`config.mk`:
```
export PLATFORM = sky130hd
export DESIGN_NAME = acw_io_word
export DESIGN_NICKNAME = d
export VERILOG_FILES = /design/src/design/acw_pkg.sv /design/src/design/acw_chan_seq.sv /design/src/design/acw_out_latch.sv /design/src/design/acw_io_word.sv
export SDC_FILE = /design/constraint.sdc
export NUM_CORES = 1
export LEC_CHECK = 0
export BUFFER_PORTS_ARGS = -buffer_cell sky130_fd_sc_hd__buf_4
export CORE_MARGIN = 3
export CORE_UTILIZATION = 42
export CTS_BUF_LIST = sky130_fd_sc_hd__clkbuf_8
export CTS_CLUSTER_DIAMETER = 80
export DETAILED_ROUTE_END_ITERATION = 8
export GPL_TIMING_DRIVEN = 0
export HOLD_SLACK_MARGIN = 0.03
export PLACE_DENSITY_LB_ADDON = 0.08
export SYNTH_ARGS = -nofsm -noshare
export SYNTH_HDL_FRONTEND = slang
export SYNTH_HIERARCHICAL = 1
export SYNTH_SLANG_ARGS = --single-unit
```
`constraint.sdc`:
```
create_clock -name sys_clk_i -period 1.4 [get_ports sys_clk_i]
set_input_delay 0.14 -clock sys_clk_i [delete_from_list [all_inputs] [get_ports sys_clk_i]]
set_output_delay 0.14 -clock sys_clk_i [all_outputs]
set_load 0.1 [all_outputs]
```
`src/design/acw_pkg.sv`:
```
// acw_pkg: constants, types and field layout for the analog combo io word interface
// assumes one 100 MHz clock; the scan strobe comes from the backplane logic
//
// Contract
// - sixteen input points, sixteen output points
// - input bits 11..0 unsigned conversion value
// - output bits 11..0 unsigned value to convert
// - indicator bits give active channel minus one
// - one enabled channel per scan, wrap
// - each output channel whose select is low is transferred per scan, both at once when both selects are low
// - busy set on first scan
// - busy set on noise after first scan
// - pointer mode busy reported as 8000
// - failure bit set when not operating
// - data reads zero during failure
// - failure module-wide, clears by itself
// - active-low selects choose output channels
// - counts span 0 through 4095
package acw_pkg;
    localparam int          ACW_WORD_W   = 16;
    localparam int          ACW_DATA_W   = 12;
    localparam int          ACW_NUM_IN   = 4;
    localparam int          ACW_NUM_OUT  = 2;
    localparam int          ACW_CODE_W   = 2;
    localparam logic [11:0] ACW_FULL_CNT = 12'hFFF;
    localparam logic [11:0] ACW_ZERO_CNT = 12'h000;
    localparam logic [15:0] ACW_PTR_BUSY = 16'h8000;
    localparam logic [1:0]  ACW_CODE_CH1 = 2'h0;

    // input word to the cpu, msb first
    typedef struct packed {
        logic        fail;
        logic        busy;
        logic [1:0]  chan;
        logic [11:0] data;
    } acw_in_word_type;

    // output word from the cpu, msb first; selects are active low
    typedef struct packed {
        logic [1:0]  spare;
        logic        ch2_select_n;
        logic        ch1_select_n;
        logic [11:0] data;
    } acw_out_word_type;
endpackage : acw_pkg

```
`src/design/acw_chan_seq.sv`:
```
// acw_chan_seq: picks the next enabled input channel each scan
// assumes scan_i is a one-cycle strobe synchronous to sys_clk_i
`timescale 1ns/1ps
`default_nettype none
module acw_chan_seq
    import acw_pkg::*;
(
    input  wire logic                  sys_clk_i,
    input  wire logic                  resetn_i,
    input  wire logic                  clk_en_i,
    input  wire logic                  scan_i,
    input  wire logic [ACW_NUM_IN-1:0] chan_en_i,
    output logic      [ACW_CODE_W-1:0] chan_o
);
    logic [ACW_CODE_W-1:0] chan_q;
    logic [ACW_CODE_W-1:0] chan_d;
    logic [ACW_CODE_W-1:0] cand   [ACW_NUM_IN];
    logic [ACW_NUM_IN-1:0] hit;

    // candidates in wrap order after the current channel
    genvar g;
    generate
        for (g = 0; g < ACW_NUM_IN; g++) begin : g_cand
            assign cand[g] = ACW_CODE_W'(chan_q + ACW_CODE_W'(g + 1));
            assign hit[g]  = chan_en_i[cand[g]];
        end
    endgenerate

    always_comb begin
        chan_d = ACW_CODE_CH1;
        for (int i = ACW_NUM_IN - 1; i >= 0; i--) begin
            if (hit[i]) begin
                chan_d = cand[i];
            end
        end
    end

    always_ff @(posedge sys_clk_i or negedge resetn_i) begin
        if (!resetn_i) begin
            chan_q <= ACW_CODE_CH1;
        end else if (clk_en_i && scan_i) begin
            chan_q <= chan_d;
        end
    end

    assign chan_o = chan_q;
endmodule // acw_chan_seq
`default_nettype wire

```
`src/design/acw_out_latch.sv`:
```
// acw_out_latch: holds the two output channel values
// assumes the cpu word is stable when scan_i pulses
`timescale 1ns/1ps
`default_nettype none
module acw_out_latch
    import acw_pkg::*;
(
    input  wire logic                  sys_clk_i,
    input  wire logic                  resetn_i,
    input  wire logic                  clk_en_i,
    input  wire logic                  scan_i,
    input  wire acw_out_word_type      word_i,
    output logic      [ACW_DATA_W-1:0] out_ch1_o,
    output logic      [ACW_DATA_W-1:0] out_ch2_o
);
    logic [ACW_DATA_W-1:0] ch_q [ACW_NUM_OUT];
    logic [ACW_NUM_OUT-1:0] sel_n;

    assign sel_n = {word_i.ch2_select_n, word_i.ch1_select_n};

    // each low select loads its channel; both high holds both
    // only this scan's word is taken
    genvar g;
    generate
        for (g = 0; g < ACW_NUM_OUT; g++) begin : g_ch
            always_ff @(posedge sys_clk_i or negedge resetn_i) begin
                if (!resetn_i) begin
                    ch_q[g] <= ACW_ZERO_CNT;
                end else if (clk_en_i && scan_i && !sel_n[g]) begin
                    ch_q[g] <= word_i.data;
                end
            end
        end
    endgenerate

    assign out_ch1_o = ch_q[0];
    assign out_ch2_o = ch_q[1];
endmodule // acw_out_latch
`default_nettype wire

```
`src/design/acw_io_word.sv`:
```
// acw_io_word: backplane word interface of the combo analog module
// assumes scan_strobe_i marks one cpu scan, conversion results arrive per channel
`timescale 1ns/1ps
`default_nettype none
module acw_io_word
    import acw_pkg::*;
(
    input  wire logic                             sys_clk_i,
    input  wire logic                             resetn_i,
    input  wire logic                             clk_en_i,
    input  wire logic                             scan_strobe_i,
    input  wire logic                             pointer_mode_i,
    input  wire logic [ACW_NUM_IN-1:0]            chan_en_i,
    input  wire logic [ACW_NUM_IN*ACW_DATA_W-1:0] adc_data_i,
    input  wire logic                             noise_det_i,
    input  wire logic                             module_fault_i,
    input  wire acw_out_word_type                 out_word_i,
    output acw_in_word_type                       in_word_o,
    output logic      [ACW_WORD_W-1:0]            ptr_word_o,
    output logic      [ACW_DATA_W-1:0]            dac_ch1_o,
    output logic      [ACW_DATA_W-1:0]            dac_ch2_o,
    output logic                                  first_scan_o
);
    logic                  first_q;
    logic [ACW_CODE_W-1:0] chan;
    logic [ACW_DATA_W-1:0] sel_data;
    logic                  busy;
    acw_in_word_type       word_d;
    acw_in_word_type       word_q;
    logic [ACW_WORD_W-1:0] ptr_d;
    logic [ACW_WORD_W-1:0] ptr_q;

    acw_chan_seq u_seq (
        .sys_clk_i (sys_clk_i),
        .resetn_i  (resetn_i),
        .clk_en_i  (clk_en_i),
        .scan_i    (scan_strobe_i),
        .chan_en_i (chan_en_i),
        .chan_o    (chan)
    );

    acw_out_latch u_out (
        .sys_clk_i (sys_clk_i),
        .resetn_i  (resetn_i),
        .clk_en_i  (clk_en_i),
        .scan_i    (scan_strobe_i),
        .word_i    (out_word_i),
        .out_ch1_o (dac_ch1_o),
        .out_ch2_o (dac_ch2_o)
    );

    // pick the active channel's 12-bit count
    assign sel_data = adc_data_i[chan*ACW_DATA_W +: ACW_DATA_W];

    // busy on the first scan or on noise
    assign busy = first_q || noise_det_i;

    // assemble the word; fault flag and zeroed data
    always_comb begin
        word_d.fail = module_fault_i;
        word_d.busy = busy;
        word_d.chan = chan;
        word_d.data = module_fault_i ? ACW_ZERO_CNT : sel_data;
    end

    // pointer transfers carry busy as 8000 instead of a flag
    assign ptr_d = busy ? ACW_PTR_BUSY : {{(ACW_WORD_W-ACW_DATA_W){1'b0}}, word_d.data};

    // first-scan flag drops after the first completed scan
    always_ff @(posedge sys_clk_i or negedge resetn_i) begin
        if (!resetn_i) begin
            first_q <= 1'b1;
        end else if (clk_en_i && scan_strobe_i) begin
            first_q <= 1'b0;
        end
    end

    // words update each cycle that clk_en_i is high; the cpu samples at its scan
    always_ff @(posedge sys_clk_i or negedge resetn_i) begin
        if (!resetn_i) begin
            word_q <= '0;
            ptr_q  <= '0;
        end else if (clk_en_i) begin
            word_q <= word_d;
            ptr_q  <= pointer_mode_i ? ptr_d : '0;
        end
    end

    assign in_word_o    = word_q;
    assign ptr_word_o   = ptr_q;
    assign first_scan_o = first_q;

    // busy must show while the first scan is pending
    first_busy_a: assert property (@(posedge sys_clk_i) disable iff (!resetn_i)
        (clk_en_i && first_q) |=> word_q.busy) else $error("busy missing on first scan");
    noise_busy_a: assert property (@(posedge sys_clk_i) disable iff (!resetn_i)
        (clk_en_i && noise_det_i) |=> word_q.busy) else $error("busy missing on noise");
    fail_zero_a: assert property (@(posedge sys_clk_i) disable iff (!resetn_i)
        (clk_en_i && module_fault_i) |=> (word_q.fail && word_q.data == ACW_ZERO_CNT))
        else $error("fault must zero data");
    fail_clear_a: assert property (@(posedge sys_clk_i) disable iff (!resetn_i)
        (clk_en_i && !module_fault_i) |=> !word_q.fail) else $error("fail did not clear");
    ptr_busy_a: assert property (@(posedge sys_clk_i) disable iff (!resetn_i)
        (clk_en_i && pointer_mode_i && busy) |=> ptr_q == ACW_PTR_BUSY)
        else $error("pointer busy value wrong");
    chan_code_a: assert property (@(posedge sys_clk_i) disable iff (!resetn_i)
        clk_en_i |=> word_q.chan == $past(chan)) else $error("channel code mismatch");
    chan_enabled_a: assert property (@(posedge sys_clk_i) disable iff (!resetn_i)
        (clk_en_i && scan_strobe_i && chan_en_i == 4'hF) |=> chan == ACW_CODE_W'($past(chan) + 2'h1))
        else $error("channel did not step");
    hold_none_a: assert property (@(posedge sys_clk_i) disable iff (!resetn_i)
        (clk_en_i && scan_strobe_i && out_word_i.ch1_select_n && out_word_i.ch2_select_n)
        |=> $stable(dac_ch1_o) && $stable(dac_ch2_o)) else $error("outputs changed unselected");
    load_both_a: assert property (@(posedge sys_clk_i) disable iff (!resetn_i)
        (clk_en_i && scan_strobe_i && !out_word_i.ch1_select_n && !out_word_i.ch2_select_n)
        |=> dac_ch1_o == $past(out_word_i.data) && dac_ch2_o == $past(out_word_i.data))
        else $error("both channels not loaded");

    scan_cov_c:  cover property (@(posedge sys_clk_i) clk_en_i && scan_strobe_i && !first_q);
    fault_cov_c: cover property (@(posedge sys_clk_i) clk_en_i && module_fault_i);
    wrap_cov_c:  cover property (@(posedge sys_clk_i) scan_strobe_i && chan == 2'h3);
    ptr_cov_c:   cover property (@(posedge sys_clk_i) pointer_mode_i && noise_det_i);
endmodule // acw_io_word
`default_nettype wire

```
Word level (Yosys, flattened, before mapping)
Index checks and enable logic that the tools add are counted.

Add/subtract/negate cells: 3. $mul: 1. Magnitude comparators: 4. Equality and inequality tests: 1. Shifts and indexed selects: 1. Muxes and demuxes: 15. Reduce and logical (&&, ||, !) cells: 7.

Operator list (number): indexed part select 48 x 7 -> 12 bit (1); two-way mux 16 bit (2); less-than comparator 2 x 3 -> 1 bit, second input constant (4); two-way mux 12 bit (1); binary-select mux 1 bit (select 2 bit) (4); two-way mux 2 bit (4); adder 2 bit, second input constant (2); multiplier 2 x 2 -> 4 bit, second input constant (1); two-way mux 1 bit (4); != test 4 bit, second input constant (1); logical AND 1 bit (3); adder 2 x 1 -> 2 bit, second input constant (1); logical NOT 1 bit (2); AND reduction 2 bit (1); logical OR 1 bit (1).

Register bits: 59. Input port bits: 75. Output and inout bits: 57. Word-level logic and storage cells: 41.

Depth between registers and ports, before layout
Gate-level depths: netlist of the first run.

Word-level depth: 6. Gate-level depth with buffers: 5. Mapped depth without buffers: 4.

Modules after synthesis
Netlist of the first run, hierarchy kept.

By module, submodules not included: acw_io_word (times used 1, cells each 90, area each 1415.1 sq um, sequential area each 752.0 sq um); acw_out_latch (times used 1, cells each 52, area each 908.4 sq um, sequential area each 600.6 sq um); acw_chan_seq (times used 1, cells each 27, area each 220.2 sq um, sequential area each 50.0 sq um).

Least setup slack after synthesis of the first run
Ideal clock, no wire load.

Path type: flip-flop to flip-flop. Start: register first_q, in the netlist first_scan_o. End: register ptr_q[4], in the netlist ptr_word_o[4]. Setup time: 0.123 ns. Arrival: 1.475 ns. Setup slack: -0.198 ns. Stages on the path, launching flop included: 4. Buffers on the path: 1. Clock period less this slack: 1.598 ns. Cell sequence: dfstp_2 nor2_1 clkbuf_1 a32o_1.

Cells in the longest elaborated chain, start to end: 3.

RTL lines: from (decl) (RTL line acw_io_word.sv:24) `logic first_q;`; from (signal assigned) (RTL line acw_io_word.sv:72) `first_q <= 1'b1;`; from (signal assigned) (RTL line acw_io_word.sv:74) `first_q <= 1'b0;`; logical OR 1 bit (RTL line acw_io_word.sv:56) `assign busy = first_q || noise_det_i;`; two-way mux 16 bit (RTL line acw_io_word.sv:67) `assign ptr_d = busy ? ACW_PTR_BUSY : {{(ACW_WORD_W-ACW_DATA_W){1'b0}}, word_d.data};`; two-way mux 16 bit (RTL line acw_io_word.sv:85) `ptr_q <= pointer_mode_i ? ptr_d : '0;`; to (signal assigned) (RTL line acw_io_word.sv:85); to (decl) (RTL line acw_io_word.sv:31) `logic [ACW_WORD_W-1:0] ptr_q;`.

Every way passes these cells. A chain may end at the register's enable or synchronous reset.

Final worst setup path of the first run
Start: register u_seq.chan_q[0], in the netlist u_seq/chan_o[0]. End: register ptr_q[3], in the netlist ptr_word_o[3].

Cells in the longest elaborated chain, start to end: 5.

RTL lines: from (decl) (RTL line acw_chan_seq.sv:15) `logic [ACW_CODE_W-1:0] chan_q;`; from (signal assigned) (RTL line acw_chan_seq.sv:42) `chan_q <= chan_d;`; multiplier 2 x 2 -> 4 bit (RTL line acw_io_word.sv:53) `assign sel_data = adc_data_i[chan*ACW_DATA_W +: ACW_DATA_W];`; indexed part select 48 x 7 -> 12 bit (RTL line acw_io_word.sv:53); two-way mux 12 bit (RTL line acw_io_word.sv:63) `word_d.data = module_fault_i ? ACW_ZERO_CNT : sel_data;`; two-way mux 16 bit (RTL line acw_io_word.sv:67); two-way mux 16 bit (RTL line acw_io_word.sv:85).

Every way passes these cells.

==> run summary, run 1 <==
Status - complete, but fails checks
Failing checks - negative setup slack
Unrepaired setup endpoints after global routing - yes
Synthesized area per cell - 15.1 sq um
Max clock buf depth - 2
Final Skew - 0.0110 ns
Area Overhead vs Synth - 47.5%
Ys Warns - 6
Kind of critical path - reg2reg
Grt ovf - 0
TritonCTS clock tree - built
Met1 usage in global routing - 0.245
EDFF count, synth - 0
Leak Pwr - 0.00182 uW
TNS Setup - -2.22 ns
Fillers - 470
F_max - 651 MHz
Place WS - -0.209 ns
Die area - 0.00703 sq mm
Hold_ws - 0.0708 ns
Antenna Cells - 0
Clock Sinks - 56
Post-synthesis cell type count - 33
Power density over cell area - 1960 mW/mm^2
Post-route DRC violation count - 0
Asr flop ratio synth - 1.00
Clock insertion delay at the later pin of the skew report - 0.30 ns
H-Tree Depth - 2
Vias per cell - 5.28
Dominant synthesized flop cell - dfrtp_1
VDD IR max - 0.886 mV
Most Crowded Layer GR - met2
Global Route met3 Usage - 0.0543
Initial antenna violation count - 0
# setup viols final - 25
Total Wirelength - 6560 um
Final period util - 1.10
Syn Inst Count - 169
Flops & latches, synth - 56
CP arrival - 1.74 ns
Total number of vias - 2,013
Worst rel slew slack - 0.534
Largest net degree at the start of global routing - 57
Drt wl/cell - 17.2 um
Starting Density - 0.448
Final Hold Fails - 0
CTS Root Cell - clkbuf_8
Worst-margin pin slew - 0.699 ns
Top cells by count, synth - dfrtp_1, mux2_2, a32o_1
CP max FO - 6
Die width - 83.8 um
1st-pass router iterations - 4
Total GRT Usage - 0.185
Post-synth top area cell - dfrtp_1
Placed wire-length estimate - 4910 um
Most frequent cell after synthesis - dfrtp_1
PortBufs - 126
Routed Antenna Nets - 0
Minimum clock period - 1.54 ns
Nets - 383
# rows - 27
Startpoint class of the critical path - flip-flop
Io pins - 132
Grt met2 use - 0.302
Number of CTS-inserted buffers - 5
GPL Wtd Cong - 0.792
Worst EP required - 1.60 ns
Cell Area, Synth - 0.00254 sq mm
Crit end category - flip-flop
Layout cell share with drive strength beyond 1 - 0.625
Post-synthesis sequential area ratio - 0.551
DRT iter0 DRCs - 81
Post-synth top area share - 0.541
Clock transition at path regs - 0.10 ns
Hold Crit Class - in2reg
Die height - 83.8 um
First-pass GRT wire length - 10,500 um
Setup WS post-layout - -0.136 ns
Pins over their slew limit - 0
Synth top area cells - dfrtp_1, mux2_2, mux4_2, a32o_1, mux4_1
Vias in the first global route - 2,029
Core area - 0.00568 sq mm
MaxCap Viol Count - 0
[cell type report]
class                      count  area [sq um]  area share
clock inverter                 2          11.3     0.00300
buffer                        15           106      0.0284
multi-input combinational     97          1040       0.278
sequential                    56          1410       0.375
inverter                       3          11.3     0.00300
clock buffer                   6          82.6      0.0220
timing repair buffer         130           998       0.266
tap                           72          90.1      0.0240
[sequential cells by signal, summed over array words and instances, names as in the netlist]
| register | cells |
|---|---|
| in_word_o | 16 |
| u_out/out_ch2_o | 12 |
| u_out/out_ch1_o | 12 |
| first_scan_o | 1 |
| ptr_word_o | 13 |
| u_seq/chan_o | 2 |
[critical path, cell delays in order, from the launching register on]
cell and delay (ns):
dfrtp_2 0.49, clkbuf_16 0.19, mux4_2 0.52, a32o_1 0.24
[path summary, 6_finish.rpt]
| kind | depth (start not counted) | to | startpoint | slack [ns] |
|---|---|---|---|---|
| max | 3 | ptr_word_o[3] | u_seq/chan_o[0] | -0.14 |
| min | 2 | u_out/out_ch1_o[6] | out_word_i[6] | 0.07 |
| max reg2reg | 3 | ptr_word_o[3] | u_seq/chan_o[0] | -0.14 |
| min reg2reg | 1 | ptr_word_o[15] | ptr_word_o[15] | 0.49 |
| max in group asynchronous | 2 | u_seq/chan_o[0] | resetn_i | 0.45 |
| min in group asynchronous | 2 | u_out/out_ch1_o[10] | resetn_i | 0.44 |
[through the flow]
step                      cell area (sq um)   util  std cells  total power (uW)
after CTS                              3710  0.654        378              7280
after global routing                   3750  0.661        381              7650
after detailed placement               3590  0.633        369              6330
after floorplan                        2560      -        171              5350
final                                  3750  0.661        381              7340
after global placement                 3590  0.633        369              6290
[timing repair]
| action | in CTS | in global routing |
|---|---|---|
| endpoints found under the setup margin | 25 | 25 |
| pin swaps | 1 | 5 |
| buffers inserted | 0 | 1 |
| endpoints found under the hold margin | 55 | 1 |
| cloned | 0 | 1 |
| hold buffers | 1 | 1 |
| resized for setup | 4 | 1 |
[placed cells by master (no fill, tap or decap), types with 2 or more instances in the layout]
cell	netlist	layout
a21oi_1	2	2
a22o_1	9	9
a22o_2	3	3
a311oi_1	2	2
a32o_1	12	12
and3b_1	2	2
buf_2	5	5
buf_4	3	130
buf_6	3	2
clkbuf_1	4	3
clkbuf_8	0	6
conb_1	1	3
dfrtp_1	55	54
dlygate4sd3_1	0	2
inv_1	2	3
mux2_2	27	27
mux4_1	3	2
mux4_2	9	10
nand2_1	4	4
nand2b_1	2	2
nand3b_1	3	3
nor3b_1	3	3
o2111ai_1	2	2
[per-layer routing]
metal  vias up  share of wire
li1        925              -
met1       992           0.42
met2        94           0.49
met3         2          0.089
met4         0         0.0037
met5         -              0
[logic make-up (layout without fill, tap and decap cells)]
logic type | count (synthesis) | count (layout) | share of synthesized area
buffers and inverters | 18 | 156 | 0.0423
XOR/XNOR | 1 | 1 | 0.00344
flip-flops | 56 | 56 | 0.551
AND/OR/NAND/NOR | 19 | 19 | 0.0487
other | 1 | 3 | 0.00147
multiplexers | 39 | 39 | 0.230
AO/OA/AOI/OAI | 35 | 35 | 0.122
[power breakdown]
part	switching, uW	internal (uW)	total [uW]
Combinational	2990	1300	4280
Sequential	223	1940	2160
Clock	495	396	891
(Power assumes the default switching activity.)
==> run 2: changes to the inputs <==
--- a/config.mk
+++ b/config.mk
@@ -5,7 +5,8 @@
 export SDC_FILE = /design/constraint.sdc
 export NUM_CORES = 1
 export LEC_CHECK = 0
-export BUFFER_PORTS_ARGS = -buffer_cell sky130_fd_sc_hd__buf_4
+export BUFFER_PORTS_ARGS = -buffer_cell sky130_fd_sc_hd__buf_2
+export CAP_MARGIN = 10
 export CORE_MARGIN = 3
 export CORE_UTILIZATION = 42
 export CTS_BUF_LIST = sky130_fd_sc_hd__clkbuf_8
==> constraint.sdc (replaced) <==
create_clock -name sys_clk_i -period 1.3 [get_ports sys_clk_i]
set_input_delay 0.13 -clock sys_clk_i [delete_from_list [all_inputs] [get_ports sys_clk_i]]
set_output_delay 0.13 -clock sys_clk_i [all_outputs]
set_load 0.1 [all_outputs]
==> run 2 against run 1 <==
  * The run still ends with negative setup slack left
  * Critical path depth did not move
  * Global-route usage shrank 0.22 points
  * Wire length is 5.4% lower
  * Die area did not move
  * Cell count down 0.52%
  * Design area decreased by 7.6%
  * Hold slack got worse by 0.013 ns
  * Largest power group unchanged
  * First-iteration DRC count is 3.7% lower
==> run summary, run 2 (same netlist as run 1, synthesis figures left out) <==
Switching pwr - 3930 uW (+6.2%)
Comb power frac - 0.568 (-0.016)
Total Wirelength - 6210 um (-5.4%)
Leak Pwr - 0.00173 uW (-4.8%)
Routed Antenna Nets - 0 (unchanged)
Hold_ws - 0.0574 ns (-0.0134 ns)
CP peak stage delay - 0.53 ns (about the same)
Placed insts - 369 (unchanged)
Io pins - 132 (unchanged)
GPL Wtd Cong - 0.760 (-4.0%)
Switching share of total power - 0.507 (+0.00240)
Internal Power - 3820 uW (+5.2%)
Initial antenna violation count - 0 (unchanged)
Clock power frac - 0.136 (+0.015)
Vias in the first global route - 2,007 (-1.1%)
Nets - 383 (unchanged)
Worst-margin pin slew - 0.712 ns (+0.0134 ns)
CP max FO - 5 (-1)
Setup WS post-layout - -0.161 ns (-0.0250 ns)
First-pass GRT wire length - 10,200 um (-2.2%)
CP max-delay cell - mux4_2
Post-route DRC violation count - 0 (unchanged)
Hold Crit Class - in2reg
1st-pass router iterations - 6 (+2)
Kind of critical path - reg2reg
Vias per cell - 5.21 (-1.5%)
Worst EP required - 1.50 ns (-0.10 ns)
Unrepaired setup endpoints after global routing - yes
Clock transition at path regs - 0.09 ns (about the same)
Core area - 0.00568 sq mm (unchanged)
TNS Setup - -2.65 ns (-0.430 ns)
Placed wire-length estimate - 4720 um (-3.8%)
Final Hold Fails - 0 (unchanged)
Most Crowded Layer GR - met2
Drt wl/cell - 16.4 um (-4.9%)
R2R depth - 3 (unchanged)
VDD IR max - 1.09 mV (+23%)
Crit path capture - ptr_word_o[2]
Commonest non-fill, non-tap cell in the layout - buf_2
Number of CTS-inserted buffers - 5 (unchanged)
Crit end category - flip-flop
Tot Pwr - 7750 uW (+5.7%)
Die width - 83.8 um (unchanged)
Reg2Reg Setup Slack - -0.16 ns (-0.03 ns)
Max FFs per register - 16 (unchanged)
Area Overhead vs Synth - 36.3%
Largest net degree at the start of global routing - 57 (unchanged)
Crit-path cells - buf_6 -> mux4_2 -> a32o_1
DRT iter0 DRCs - 78 (-3.7%)
Total number of vias - 1,973 (-2.0%)
H-Tree Depth - 2 (unchanged)
Global Route met3 Usage - 0.0365 (-0.0178)
Clock insertion delay at the later pin of the skew report - 0.30 ns (about the same)
TritonCTS clock tree - built
Grt met2 use - 0.302 (unchanged)
PortBufs - 126 (unchanged)
Total GRT Usage - 0.183 (-0.00216)
MaxCap Viol Count - 0 (unchanged)
Max clock buf depth - 2 (unchanged)
Antenna Cells - 0 (unchanged)
# setup viols final - 26 (+4.0%)
Crit path from - u_seq/chan_o[0]
CTS Root Cell - clkbuf_8
Die area - 0.00703 sq mm (unchanged)
Post-route cell area - 0.00347 sq mm (-7.6%)
Final period util - 1.12 (+0.0267)
Layout cell share with drive strength beyond 1 - 0.648 (+0.0236)
Sequential share of power - 0.296 (about the same)
Met1 usage in global routing - 0.248 (+0.00275)
Starting Density - 0.448 (unchanged)
Commonest non-fill, non-tap cells in the layout - buf_2, dfrtp_1, mux2_2
DP Area - 0.00329 sq mm (-8.5%)
# rows - 27 (unchanged)
Clock Sinks - 56 (unchanged)
Reg2Reg Launch Point - u_seq/chan_o[0]
Pins over their slew limit - 0 (unchanged)
Cell Count, Final, Fillers Out - 379 (-0.52%)
Power density over cell area - 2240 mW/mm^2 (+14%)
RR Endpoint - ptr_word_o[2]
Startpoint class of the critical path - flip-flop
Status - complete, but fails checks
CP arrival - 1.66 ns (-0.08 ns)
Worst rel slew slack - 0.525 (-0.00891)
Die height - 83.8 um (unchanged)
Fillers - 496 (+5.5%)
F_max - 685 MHz (+5.1%)
Grt ovf - 0 (unchanged)
Final Skew - 0.00684 ns (-0.00412 ns)
Failing checks - negative setup slack
Minimum clock period - 1.46 ns (-0.0750 ns)
-- run 2: changes by cell type in the layout (fill, tap and decap cells not counted), sizes merged --
cell         before  now
buf             138  140
bufinv            0    1
clkinvlp          1    0
clkbuf           11    9
dlygate4sd3       2    1
inv               4    3
-- run 2: final cells by class --
class	count	area (sq um)	share of cell area
plain buffers	14	104	0.0300
clock buffers	5	68.8	0.0199
flip-flops and latches	56	1410	0.406
repair buffers	131	698	0.201
inverters	3	11.3	0.00325
multi-input cells	97	1050	0.304
clock inverters	1	30.0	0.00866
well taps	72	90.1	0.0260
-- run 2: power groups by stage --
stage	Sequential [uW]	Combinational (uW)	Clock [uW]
after global placement	2310	4210	0
final	2290	4410	1050
after CTS	2280	4540	1100
after detailed placement	2330	4230	0
after global routing	2350	4600	1170
after floorplan	4640	1130	0
-- run 2: timing repair --
item                                    in CTS  in global routing
endpoints found under the setup margin      26                 27
endpoints found under the hold margin        0                 55
gates resized for setup                     13                  9
setup buffers                                3                  1
pin swaps                                    6                 16
gates cloned                                 1                  0
hold buffers                                 0                  1
-- run 2: through the flow --
step / worst slack (ns) / util
floorplan: -0.175 / -
global placement: -0.302 / 0.579
detailed placement: -0.320 / 0.579
CTS: -0.182 / 0.609
global route: -0.228 / 0.611
finish: -0.161 / 0.611
-- run 2: how the worst min path moves through the flow --
stage / from / to / slack (ns) / depth (start not counted)
2_1_floorplan: resetn_i / in_word_o[0] / -0.17 / 0
3_3_place_gp: scan_strobe_i / first_scan_o / 0.36 / 2
3_5_place_dp: scan_strobe_i / first_scan_o / 0.37 / 2
4_1_cts: scan_strobe_i / first_scan_o / 0.05 / 2
5_1_grt: scan_strobe_i / first_scan_o / 0.06 / 2
6_report: scan_strobe_i / first_scan_o / 0.06 / 2
-- run 2: critical path, delay by kind of cell, from the launching register on --
kind | cells | cell delay, ns
DFF | 1 | 0.42
buffers and inverters | 1 | 0.15
muxes | 1 | 0.53
AOI/OAI and AO/OA | 1 | 0.27
-- run 2: per-layer routing --
layer	vias to the layer above	share of wire
li1	925	-
met1	968	0.44
met2	75	0.49
met3	5	0.062
met4	0	0.0076
met5	-	0
